File: config.mk
export PLATFORM = sky130hd
export DESIGN_NAME = io_logic
export DESIGN_NICKNAME = d
export VERILOG_FILES = /design/src/rtl/io_logic_pkg.sv /design/src/rtl/mapped_signal.sv /design/src/rtl/io_logic.sv
export SDC_FILE = /design/constraint.sdc
export NUM_CORES = 2
export LEC_CHECK = 0
export BUFFER_PORTS_ARGS = -buffer_cell sky130_fd_sc_hd__buf_4
export CAP_MARGIN = 20
export CORE_MARGIN = 2
export CORE_UTILIZATION = 40
export DETAILED_ROUTE_END_ITERATION = 10
export MAX_ROUTING_LAYER = met4
export SETUP_SLACK_MARGIN = 0.15
export SLEW_MARGIN = 20
export SYNTH_ARGS = -nofsm -noshare
export SYNTH_HDL_FRONTEND = slang
export SYNTH_SLANG_ARGS = --single-unit
File: constraint.sdc
create_clock -name clk_i -period 7.7 [get_ports clk_i]
set_input_delay 0.385 -clock clk_i [delete_from_list [all_inputs] [get_ports clk_i]]
set_output_delay 0.385 -clock clk_i [all_outputs]
set_load 0.05 [all_outputs]
File: src/rtl/io_logic_pkg.sv
/*
 * constants, source and route numbering, and carrier types of the io logic block.
 * assumes a 32-bit classic wishbone slave and one 100 MHz clock.
 */
package io_logic_pkg;

	localparam int CLK_MHZ = 100;

	// byte offsets
	localparam logic [11:0] OFS_FLAGS      = 12'h000;
	localparam logic [11:0] OFS_CTRL       = 12'h004;
	localparam logic [11:0] OFS_STATUS     = 12'h008;
	localparam logic [11:0] OFS_CODES      = 12'h00c;
	localparam logic [11:0] OFS_ROUTE_BASE = 12'h100;

	// ctrl field positions
	localparam int CTRL_DECODE_LSB = 0;
	localparam int CTRL_CONNECT    = 2;
	localparam int CTRL_GINV_LSB   = 3;
	localparam int CTRL_IINV_LSB   = 9;

	// reset values
	localparam logic [31:0] CTRL_RESET  = 32'h0000_0004;
	localparam logic [3:0]  FLAGS_RESET = 4'h0;

	// decode settings
	localparam logic [1:0] DEC_ONE_PER_LINE = 2'h0;
	localparam logic [1:0] DEC_BINARY_PLUS  = 2'h1;
	localparam logic [1:0] DEC_BINARY       = 2'h2;

	localparam logic [6:0] DEC_BINARY_MAX = 7'h40;

	// source pool numbering
	localparam int SRC_LOW   = 0;
	localparam int SRC_MB    = 1;
	localparam int SRC_EXP   = 7;
	localparam int SRC_FLAG  = 19;
	localparam int SRC_AND   = 23;
	localparam int SRC_OR    = 25;
	localparam int SRC_SEL   = 27;
	localparam int SRC_AUTO  = 29;
	localparam int SRC_HV    = 30;
	localparam int SRC_COUNT = 32;

	// route numbering
	localparam int RT_SET     = 0;
	localparam int RT_CLR     = 4;
	localparam int RT_TOG     = 8;
	localparam int RT_AND     = 12;
	localparam int RT_OR      = 18;
	localparam int RT_SELC    = 24;
	localparam int RT_SELL    = 26;
	localparam int RT_SELH    = 28;
	localparam int RT_RELAY   = 30;
	localparam int RT_CRUC_EN = 32;
	localparam int RT_CRUC    = 33;
	localparam int RT_REC_EN  = 45;
	localparam int RT_REC     = 46;
	localparam int RT_COUNT   = 52;

	localparam logic [4:0] ROUTE_SRC_RESET = 5'h00;

	typedef struct packed {
		logic       inv;
		logic [4:0] src;
	} route_t;

	typedef struct packed {
		logic [5:0] input_inv;
		logic [5:0] gate_inv;
		logic       connected;
		logic [1:0] decode;
	} ctrl_t;

endpackage

File: src/rtl/mapped_signal.sv
/*
 * one mapped output: picks a source from the pool and optionally inverts it.
 * assumes the pool holds registered signals only, so no loop can form.
 */
`timescale 1ns/1ns
module mapped_signal #(
	parameter int SRC_W = 32
) (
	input  wire logic [SRC_W-1:0]       pool_i,
	input  wire io_logic_pkg::route_t   cfg_i,
	output wire logic                   value_o
);

	wire logic picked;

	assign picked  = pool_i[cfg_i.src];
	assign value_o = picked ^ cfg_i.inv;

endmodule

File: src/rtl/io_logic.sv
/*
 * configurable io logic: user flags, six gates, input conditioning, relays,
 * crucible and recipe select decoding, all behind a classic wishbone slave.
 * assumes field inputs are asynchronous and the bus is on clk_i.
 */
// Local design decisions: register access over Wishbone and the address map.
`timescale 1ns/1ns
// What this block does
// - four flags writable to 1 or 0
// - flag one settable by remote, use shown
// - set request forces flag to 1 unless clear is requested in the same cycle
// - clear request forces flag to 0
// - toggle request rising edge inverts flag
// - six gates usable as mapped sources
// - and gate of three, optional inversion
// - or gate of three, optional inversion
// - selector low/high by choice, optional invert
// - main-board input 1 is water interlock
// - main-board input 2 is vacuum interlock
// - inputs read 1 with voltage, invertible
// - relay closed while its source is 1
// - setting 0: one line per crucible
// - setting 2: binary code up to 64
// - disconnected recipes select independently of crucible
// - select source 0 means remote chooses
// - decoder 0 leaves choice to remote
module io_logic #(
	parameter int MB_INPUTS  = 6,
	parameter int EXP_INPUTS = 12
) (
	input  wire logic                  clk_i,
	input  wire logic                  rst_i,
	input  wire logic                  wb_cyc_i,
	input  wire logic                  wb_stb_i,
	input  wire logic                  wb_we_i,
	input  wire logic [11:0]           wb_adr_i,
	input  wire logic [3:0]            wb_sel_i,
	input  wire logic [31:0]           wb_dat_i,
	output logic                       wb_ack_o,
	output logic      [31:0]           wb_dat_o,
	input  wire logic [MB_INPUTS-1:0]  main_board_input_i,
	input  wire logic [EXP_INPUTS-1:0] expansion_input_i,
	input  wire logic                  auto_mode_i,
	input  wire logic                  hv_on_i,
	input  wire logic                  remote_write_i,
	input  wire logic                  remote_value_i,
	output logic [1:0]                 main_board_relay_o,
	output logic                       water_interlock_o,
	output logic                       vacuum_interlock_o,
	output logic [3:0]                 flag_o,
	output logic                       flag1_in_use_o,
	output logic [6:0]                 crucible_code_o,
	output logic                       crucible_by_lines_o,
	output logic [6:0]                 recipe_code_o,
	output logic                       recipe_by_lines_o
);

	localparam int SYNC_W = MB_INPUTS + EXP_INPUTS + 2;

	// input synchronisers
	logic [SYNC_W-1:0] sync_a;
	logic [SYNC_W-1:0] sync_b;
	wire  [SYNC_W-1:0] raw_in;

	assign raw_in = {hv_on_i, auto_mode_i, expansion_input_i, main_board_input_i};

	always_ff @(posedge clk_i) begin
		if (rst_i) begin
			sync_a <= '0;
			sync_b <= '0;
		end else begin
			sync_a <= raw_in;
			sync_b <= sync_a;
		end
	end

	// configuration state
	io_logic_pkg::ctrl_t  ctrl;
	io_logic_pkg::route_t route_cfg [io_logic_pkg::RT_COUNT];
	logic [3:0]           flags;
	logic [1:0]           and_res;
	logic [1:0]           or_res;
	logic [1:0]           sel_res;
	logic [3:0]           tog_prev;

	// main-board inputs with optional inversion
	wire logic [MB_INPUTS-1:0] mb_cond;
	assign mb_cond = sync_b[MB_INPUTS-1:0] ^ ctrl.input_inv[MB_INPUTS-1:0];

	// source pool, all registered
	wire logic [io_logic_pkg::SRC_COUNT-1:0] pool;
	assign pool = {1'b0, sync_b[SYNC_W-1], sync_b[SYNC_W-2], sel_res, or_res, and_res, flags,
	               sync_b[MB_INPUTS +: EXP_INPUTS], mb_cond, 1'b0};

	// every mapped output
	wire logic [io_logic_pkg::RT_COUNT-1:0] rt;

	genvar gi;
	generate
		for (gi = 0; gi < io_logic_pkg::RT_COUNT; gi++) begin : g_route
			mapped_signal #(
				.SRC_W (io_logic_pkg::SRC_COUNT)
			) u_map (
				.pool_i  (pool),
				.cfg_i   (route_cfg[gi]),
				.value_o (rt[gi])
			);
		end
	endgenerate

	// gates
	wire logic [1:0] next_and;
	wire logic [1:0] next_or;
	wire logic [1:0] next_sel;

	generate
		for (gi = 0; gi < 2; gi++) begin : g_gate
			assign next_and[gi] = (&rt[io_logic_pkg::RT_AND + 3*gi +: 3]) ^ ctrl.gate_inv[gi];
			assign next_or[gi]  = (|rt[io_logic_pkg::RT_OR + 3*gi +: 3]) ^ ctrl.gate_inv[2+gi];
			assign next_sel[gi] = (rt[io_logic_pkg::RT_SELC+gi] ? rt[io_logic_pkg::RT_SELH+gi]
			                      : rt[io_logic_pkg::RT_SELL+gi]) ^ ctrl.gate_inv[4+gi];
		end
	endgenerate

	always_ff @(posedge clk_i) begin
		if (rst_i) begin
			and_res <= '0;
			or_res  <= '0;
			sel_res <= '0;
		end else begin
			and_res <= next_and;
			or_res  <= next_or;
			sel_res <= next_sel;
		end
	end

	// bus decode
	wire logic        bus_req;
	wire logic        bus_wr;
	wire logic        sel_flags;
	wire logic        sel_ctrl;
	wire logic        sel_status;
	wire logic        sel_codes;
	wire logic        sel_route;
	wire logic [5:0]  route_idx;
	wire logic [11:0] route_ofs;

	assign bus_req    = wb_cyc_i & wb_stb_i;
	assign bus_wr     = bus_req & wb_we_i & wb_ack_o & wb_sel_i[0];
	assign route_ofs  = wb_adr_i - io_logic_pkg::OFS_ROUTE_BASE;
	assign route_idx  = route_ofs[7:2];
	assign sel_flags  = wb_adr_i == io_logic_pkg::OFS_FLAGS;
	assign sel_ctrl   = wb_adr_i == io_logic_pkg::OFS_CTRL;
	assign sel_status = wb_adr_i == io_logic_pkg::OFS_STATUS;
	assign sel_codes  = wb_adr_i == io_logic_pkg::OFS_CODES;
	assign sel_route  = wb_adr_i >= io_logic_pkg::OFS_ROUTE_BASE && wb_adr_i[1:0] == 2'h0
	                    && route_ofs[11:2] < 10'(io_logic_pkg::RT_COUNT);

	wire logic [31:0] rd_route;
	wire logic [31:0] rd_value;

	assign rd_route = sel_route ? {26'h0, route_cfg[route_idx]} : 32'h0;
	assign rd_value = sel_flags  ? {28'h0, flags} :
	                  sel_ctrl   ? {17'h0, ctrl} :
	                  sel_status ? {18'h0, sel_res, or_res, and_res, 2'h0, mb_cond} :
	                  sel_codes  ? {16'h0, recipe_by_lines_o, recipe_code_o, crucible_by_lines_o,
	                                crucible_code_o} :
	                  rd_route;

	always_ff @(posedge clk_i) begin
		if (rst_i) begin
			wb_ack_o <= 1'b0;
			wb_dat_o <= 32'h0;
		end else begin
			wb_ack_o <= bus_req & ~wb_ack_o;
			wb_dat_o <= rd_value;
		end
	end

	always_ff @(posedge clk_i) begin
		if (rst_i) begin
			ctrl <= io_logic_pkg::ctrl_t'(io_logic_pkg::CTRL_RESET[14:0]);
		end else if (bus_wr && sel_ctrl) begin
			ctrl <= io_logic_pkg::ctrl_t'(wb_dat_i[14:0]);
		end
	end

	generate
		for (gi = 0; gi < io_logic_pkg::RT_COUNT; gi++) begin : g_route_reg
			always_ff @(posedge clk_i) begin
				if (rst_i) begin
					route_cfg[gi] <= '{inv: 1'b0, src: io_logic_pkg::ROUTE_SRC_RESET};
				end else if (bus_wr && sel_route && route_idx == 6'(gi)) begin
					route_cfg[gi] <= io_logic_pkg::route_t'(wb_dat_i[5:0]);
				end
			end
		end
	endgenerate

	// user flags
	wire logic [3:0] next_flags;
	wire logic [3:0] tog_now;
	wire logic [3:0] sw_wr;
	wire logic [3:0] sw_val;

	assign tog_now = rt[io_logic_pkg::RT_TOG +: 4];
	assign sw_wr   = {3'h0, remote_write_i} | {4{bus_wr && sel_flags}};
	assign sw_val  = (bus_wr && sel_flags) ? wb_dat_i[3:0] : {flags[3:1], remote_value_i};

	generate
		for (gi = 0; gi < 4; gi++) begin : g_flag
			assign next_flags[gi] = rt[io_logic_pkg::RT_CLR+gi] ? 1'b0 :
			                        rt[io_logic_pkg::RT_SET+gi] ? 1'b1 :
			                        (tog_now[gi] & ~tog_prev[gi]) ? ~flags[gi] :
			                        sw_wr[gi] ? sw_val[gi] : flags[gi];
		end
	endgenerate

	always_ff @(posedge clk_i) begin
		if (rst_i) begin
			flags    <= io_logic_pkg::FLAGS_RESET;
			tog_prev <= '0;
		end else begin
			flags    <= next_flags;
			tog_prev <= tog_now;
		end
	end

	// flag one in use by any route
	wire logic [io_logic_pkg::RT_COUNT-1:0] uses_flag1;
	generate
		for (gi = 0; gi < io_logic_pkg::RT_COUNT; gi++) begin : g_use
			assign uses_flag1[gi] = route_cfg[gi].src == 5'(io_logic_pkg::SRC_FLAG);
		end
	endgenerate

	// select decoding
	function automatic logic [6:0] decode_lines(input logic [1:0] mode, input logic [11:0] lines);
		logic [6:0] code;
		code = 7'h00;
		case (mode)
			io_logic_pkg::DEC_ONE_PER_LINE: begin
				for (int i = 11; i >= 0; i--) begin
					if (lines[i]) begin
						code = 7'(i + 1);
					end
				end
			end
			io_logic_pkg::DEC_BINARY_PLUS: begin
				if (lines[11:6] == 6'h00) begin
					code = {1'b0, lines[5:0]} + 7'h01;
				end
			end
			io_logic_pkg::DEC_BINARY: begin
				if (lines[11:7] == 5'h00 && lines[6:0] <= io_logic_pkg::DEC_BINARY_MAX) begin
					code = lines[6:0];
				end
			end
			default: begin
				code = 7'h00;
			end
		endcase
		return code;
	endfunction

	wire logic [6:0] cruc_dec;
	wire logic [6:0] rec_dec;
	wire logic [6:0] next_cruc;
	wire logic [6:0] next_rec;

	assign cruc_dec  = decode_lines(ctrl.decode, rt[io_logic_pkg::RT_CRUC +: 12]);
	assign rec_dec   = decode_lines(ctrl.decode, {6'h00, rt[io_logic_pkg::RT_REC +: 6]});
	assign next_cruc = rt[io_logic_pkg::RT_CRUC_EN] ? cruc_dec : 7'h00;
	assign next_rec  = ctrl.connected ? next_cruc :
	                   (rt[io_logic_pkg::RT_REC_EN] ? rec_dec : 7'h00);

	always_ff @(posedge clk_i) begin
		if (rst_i) begin
			main_board_relay_o  <= 2'h0;
			water_interlock_o   <= 1'b0;
			vacuum_interlock_o  <= 1'b0;
			flag_o              <= io_logic_pkg::FLAGS_RESET;
			flag1_in_use_o      <= 1'b0;
			crucible_code_o     <= 7'h00;
			crucible_by_lines_o <= 1'b0;
			recipe_code_o       <= 7'h00;
			recipe_by_lines_o   <= 1'b0;
		end else begin
			main_board_relay_o  <= rt[io_logic_pkg::RT_RELAY +: 2];
			water_interlock_o   <= mb_cond[0];
			vacuum_interlock_o  <= mb_cond[1];
			flag_o              <= flags;
			flag1_in_use_o      <= |uses_flag1;
			crucible_code_o     <= next_cruc;
			crucible_by_lines_o <= next_cruc != 7'h00;
			recipe_code_o       <= next_rec;
			recipe_by_lines_o   <= next_rec != 7'h00;
		end
	end

	// checks
	a_relay_follows_src: assert property (@(posedge clk_i) disable iff (rst_i)
		main_board_relay_o == $past(rt[io_logic_pkg::RT_RELAY +: 2]))
		else $error("relay does not follow its source");
	a_clear_beats_set: assert property (@(posedge clk_i) disable iff (rst_i)
		rt[io_logic_pkg::RT_CLR] |=> !flags[0])
		else $error("clear request did not clear flag");
	a_set_forces_one: assert property (@(posedge clk_i) disable iff (rst_i)
		rt[io_logic_pkg::RT_SET+1] && !rt[io_logic_pkg::RT_CLR+1] |=> flags[1])
		else $error("set request did not set flag");
	a_toggle_inverts: assert property (@(posedge clk_i) disable iff (rst_i)
		$rose(tog_now[2]) && !rt[io_logic_pkg::RT_CLR+2] && !rt[io_logic_pkg::RT_SET+2]
		|=> flags[2] != $past(flags[2]))
		else $error("toggle edge did not invert flag");
	a_and_gate_value: assert property (@(posedge clk_i) disable iff (rst_i)
		and_res[0] == ((&$past(rt[io_logic_pkg::RT_AND +: 3])) ^ $past(ctrl.gate_inv[0])))
		else $error("and gate result wrong");
	a_or_gate_value: assert property (@(posedge clk_i) disable iff (rst_i)
		or_res[0] == ((|$past(rt[io_logic_pkg::RT_OR +: 3])) ^ $past(ctrl.gate_inv[2])))
		else $error("or gate result wrong");
	a_selector_high: assert property (@(posedge clk_i) disable iff (rst_i)
		rt[io_logic_pkg::RT_SELC] && !ctrl.gate_inv[4] |=> sel_res[0] == $past(rt[io_logic_pkg::RT_SELH]))
		else $error("selector did not pass high source");
	a_ack_one_cycle: assert property (@(posedge clk_i) disable iff (rst_i)
		wb_ack_o |=> !wb_ack_o)
		else $error("ack held longer than one cycle");
	a_water_interlock: assert property (@(posedge clk_i) disable iff (rst_i)
		water_interlock_o == $past(sync_b[0] ^ ctrl.input_inv[0]))
		else $error("water interlock does not follow input 1");
	a_remote_select: assert property (@(posedge clk_i) disable iff (rst_i)
		!rt[io_logic_pkg::RT_CRUC_EN] |=> crucible_code_o == 7'h00 && !crucible_by_lines_o)
		else $error("crucible chosen by lines while source is 0");

endmodule

==> summary.md <==
| Metric | Value |
|---|---|
| Outcome | `finished clean` |
| Initial antenna violation count | `7` |
| Seq/Total Area, Yosys | `34.31%` |
| GRT Total Usage | `32.13%` |
| Critical Path AT | `5.53 ns` |
| Cells after Synth | `~3000` |
| Share of cells above drive strength 1 | `roughly a quarter` |
| Setup violators final | `0` |
| Static Leak | `between 0.01 and 0.015 µW` |
| Startpoint types | `register` |
| Crit. End Element | `register` |
| Vias per cell | `roughly 7` |
| CTS Sinks | `roughly 420` |
| Crit path max fanout | `42` |
| Post-Layout Cell Count | `around 4000` |
| Hold Vio Cnt, Final | `0` |
| RSZ-0062 raised after global routing | `no` |
| FMAX | `roughly 0.20 GHz` |
| FF-to-FF Start | `ctrl[9]` |
| Core Region | `about 84000 µm²` |
| Worst vdd ir | `0.0001525 V` |
| Multi-input logic area | `about 20000 µm²` |
| PortBufs | `between 90 and 100` |
| Vias in the first global route | `about 28000` |
| Die height | `around 290 µm` |
| Final worst slack | `2.642 ns` |
| Clock Tree Root | `clkbuf_16` |
| CP Data Required Time | `~8.2 ns` |
| Final worst-path cycle share | `65.69%` |
| Area delta synth->final | `8.565%` |
| Ys Warns | `0` |
| P per Cell Area | `about 170 nW/µm²` |
| Number of synthesized flops with an enable pin | `around 310` |
| Synth unique cells | `roughly 110` |
| Detailed Place HPWL | `between 80000 and 90000 µm` |
| Pin count of the biggest net entering global routing | `58` |
| Async SR Flop Fraction | `0%` |
| Bufs and invs on worst path | `2` |
| Hold path startpoint | `expansion_input_i[4]` |
| First-pass GRT wire length | `195900 µm` |
| Max Cap Viol | `0` |
| Crit Path Category | `register to register` |
| Slowest cell on crit path | `nor3_1` |
| Clock Skew | `about 0.019 ns` |
| Clk slew on worst S/H paths | `roughly 0.06 ns` |
| Worst-margin pin slew | `1.281 ns` |
| Detailed Routing Iterations Pass 1 | `10` |
| Number of DRC markers in iteration 0 | `5033` |
| FP Rows | `~110` |
| Max-slew violations | `0` |
| CTS max path bufs | `3` |
| Crit path from | `ctrl[9]` |
| Vias | `roughly 29000` |
| Register area | `between 10000 and 15000 µm²` |
| Commonest cells after routing, fill and taps aside | `mux4_2, nor2_1, edfxtp_1` |
| Die W | `294.6 µm` |
| Cts bufs inserted | `slightly below 50` |
| Final Critical Period | `between 5 and 6 ns` |
| Starting Density | `between 40% and 50%` |
| H-tree depth | `2` |
| Top FF cell, synth | `edfxtp_1` |
| CP max stage delay | `about 0.80 ns` |
| Cells along the critical path | `xor2_4, buf_4, nand3b_1, a32oi_1, a21oi_1, nor3_1, inv_1, ha_1, xnor2_1, a21oi_1, a21boi_1, a2111oi_1, o211a_1, a41oi_2` |
| Congestion Overflow GR | `0` |
| Synth Cell Area | `roughly 34000 µm²` |
| DR WL/cell | `~34 µm` |
| Layout Nets | `just under 3000` |
| Post-route DRC | `0` |
| RD Place Congestion | `0.9858` |
| Placed cells | `roughly 4000` |
| Setup WS pre-CTS | `around 2.9 ns` |
| Fillers | `between 7000 and 8000` |
| Avg Cell Area, Syn | `approximately 11 µm²` |
| Register bit total from synthesis | `around 420` |
| CTS tree | `yes` |
| Most used cell along the critical path | `a21oi_1` |
| Die area | `86810 µm²` |
| Fin Setup TNS | `0 ns` |
| Number of top-level pins | `133` |
| Most common cell after layout, fill and taps aside | `mux4_2` |
| HP Class | `primary input to register` |
| Top cell family by delay on the critical path | `compound AO/OA/AOI/OAI gates` |
| Clk_lat worst skew | `0.63 ns` |
| Final wirelength | `~140000 µm` |
| Slew HR | `around 14%` |
| Antenna Violating Nets Remaining | `0` |
per-layer routing:
metal,GRT usage (%),routed length (µm)
met4,20.03,10510
met3,10.78,22150
met1,38.58,44780
met2,46.53,59530
met5,-,0
power breakdown:
| part | internal (µW) | switching, µW | total, µW | leakage [µW] |
|---|---|---|---|---|
| Combinational | 467 | 596 | 1060 | 0.00670 |
| Sequential | 2520 | 247 | 2770 | 0.00417 |
| Clock | 1350 | 1010 | 2370 | 0.000778 |
synthesized netlist by cell type (30+ instances only):
cell type	n	area, µm²
nand4b_1	30	262.8
nor2_1	376	1411
buf_1	52	195.2
a21oi_1	51	255.2
nand2_1	239	897.1
nor2b_1	82	513.0
nor3_1	30	150.1
buf_2	48	240.2
mux2i_1	160	1602
and2_1	38	237.7
clkbuf_1	279	1047
edfxtp_1	312	9369
nand2b_1	32	200.2
o221ai_1	35	306.5
o21ai_0	131	655.6
dfxtp_1	111	2222
o211ai_1	99	743.2
xor2_1	35	306.5
mux4_2	420	9459
kinds of logic (layout without fill, tap and decap cells):
| kind of cell | Yosys count | in the layout | share of synthesized area [%] |
|---|---|---|---|
| AND/OR/NAND/NOR | 957 | 957 | 13.61 |
| multiplexers | 603 | 603 | 33.68 |
| AO/OA/AOI/OAI | 509 | 509 | 10.95 |
| buffers and inverters | 434 | 289 | 5.414 |
| flip-flops | 423 | 423 | 34.31 |
| XOR/XNOR | 68 | 68 | 1.918 |
| adder cells (fa/ha/maj) | 3 | 3 | 0.1111 |
| other | 1 | 23 | 0.01110 |
layout make-up:
cell class                      instances  share of cell area [%]
Antenna cell                            7                 0.04775
Clock buffer                           67                   3.756
Clock inverter                         23                  0.5765
Inverter                               26                  0.2661
Multi-Input combinational cell       2156                   56.03
Sequential cell                       423                   31.71
Tap cell                             1134                   3.868
Timing Repair Buffer                  173                   3.745
registers in the layout, summed over array words and instances (netlist names), 2 cells and up:
name,count
sync_b,20
sel_res,2
flag_o,4
main_board_relay_o,2
or_res,2
recipe_code_o,7
tog_prev,4
wb_dat_o,16
route_cfg,312
flags,4
sync_a,20
crucible_code_o,7
ctrl,15
and_res,2
per-stage QoR:
stage	util [%]	instance area (µm²)	hold WS [ns]	power [µW]
2_1_floorplan	-	33840	0.4138	3428
3_3_place_gp	41.61	34830	0.4302	3788
3_5_place_dp	41.65	34850	0.4264	3811
4_1_cts	43.77	36630	0.0004218	6148
5_1_grt	43.83	36680	0.02062	6328
6_report	43.83	36680	0.01785	6198
timing repair:
action,in CTS,in global routing
endpoints found under the hold margin,19,0
buffers inserted,0,0
hold buffers,19,0
resized for setup,0,0
final timing paths:
path                                           to  slack [ns]  cells after the start
worst min register to register          sync_b[8]        0.44                      1
worst max-delay path            recipe_by_lines_o        2.64                     14
worst min-delay path                   sync_a[10]        0.02                      2
worst max register to register  recipe_by_lines_o        2.64                     14
Note: power is estimated with default switching activity, not from simulation.
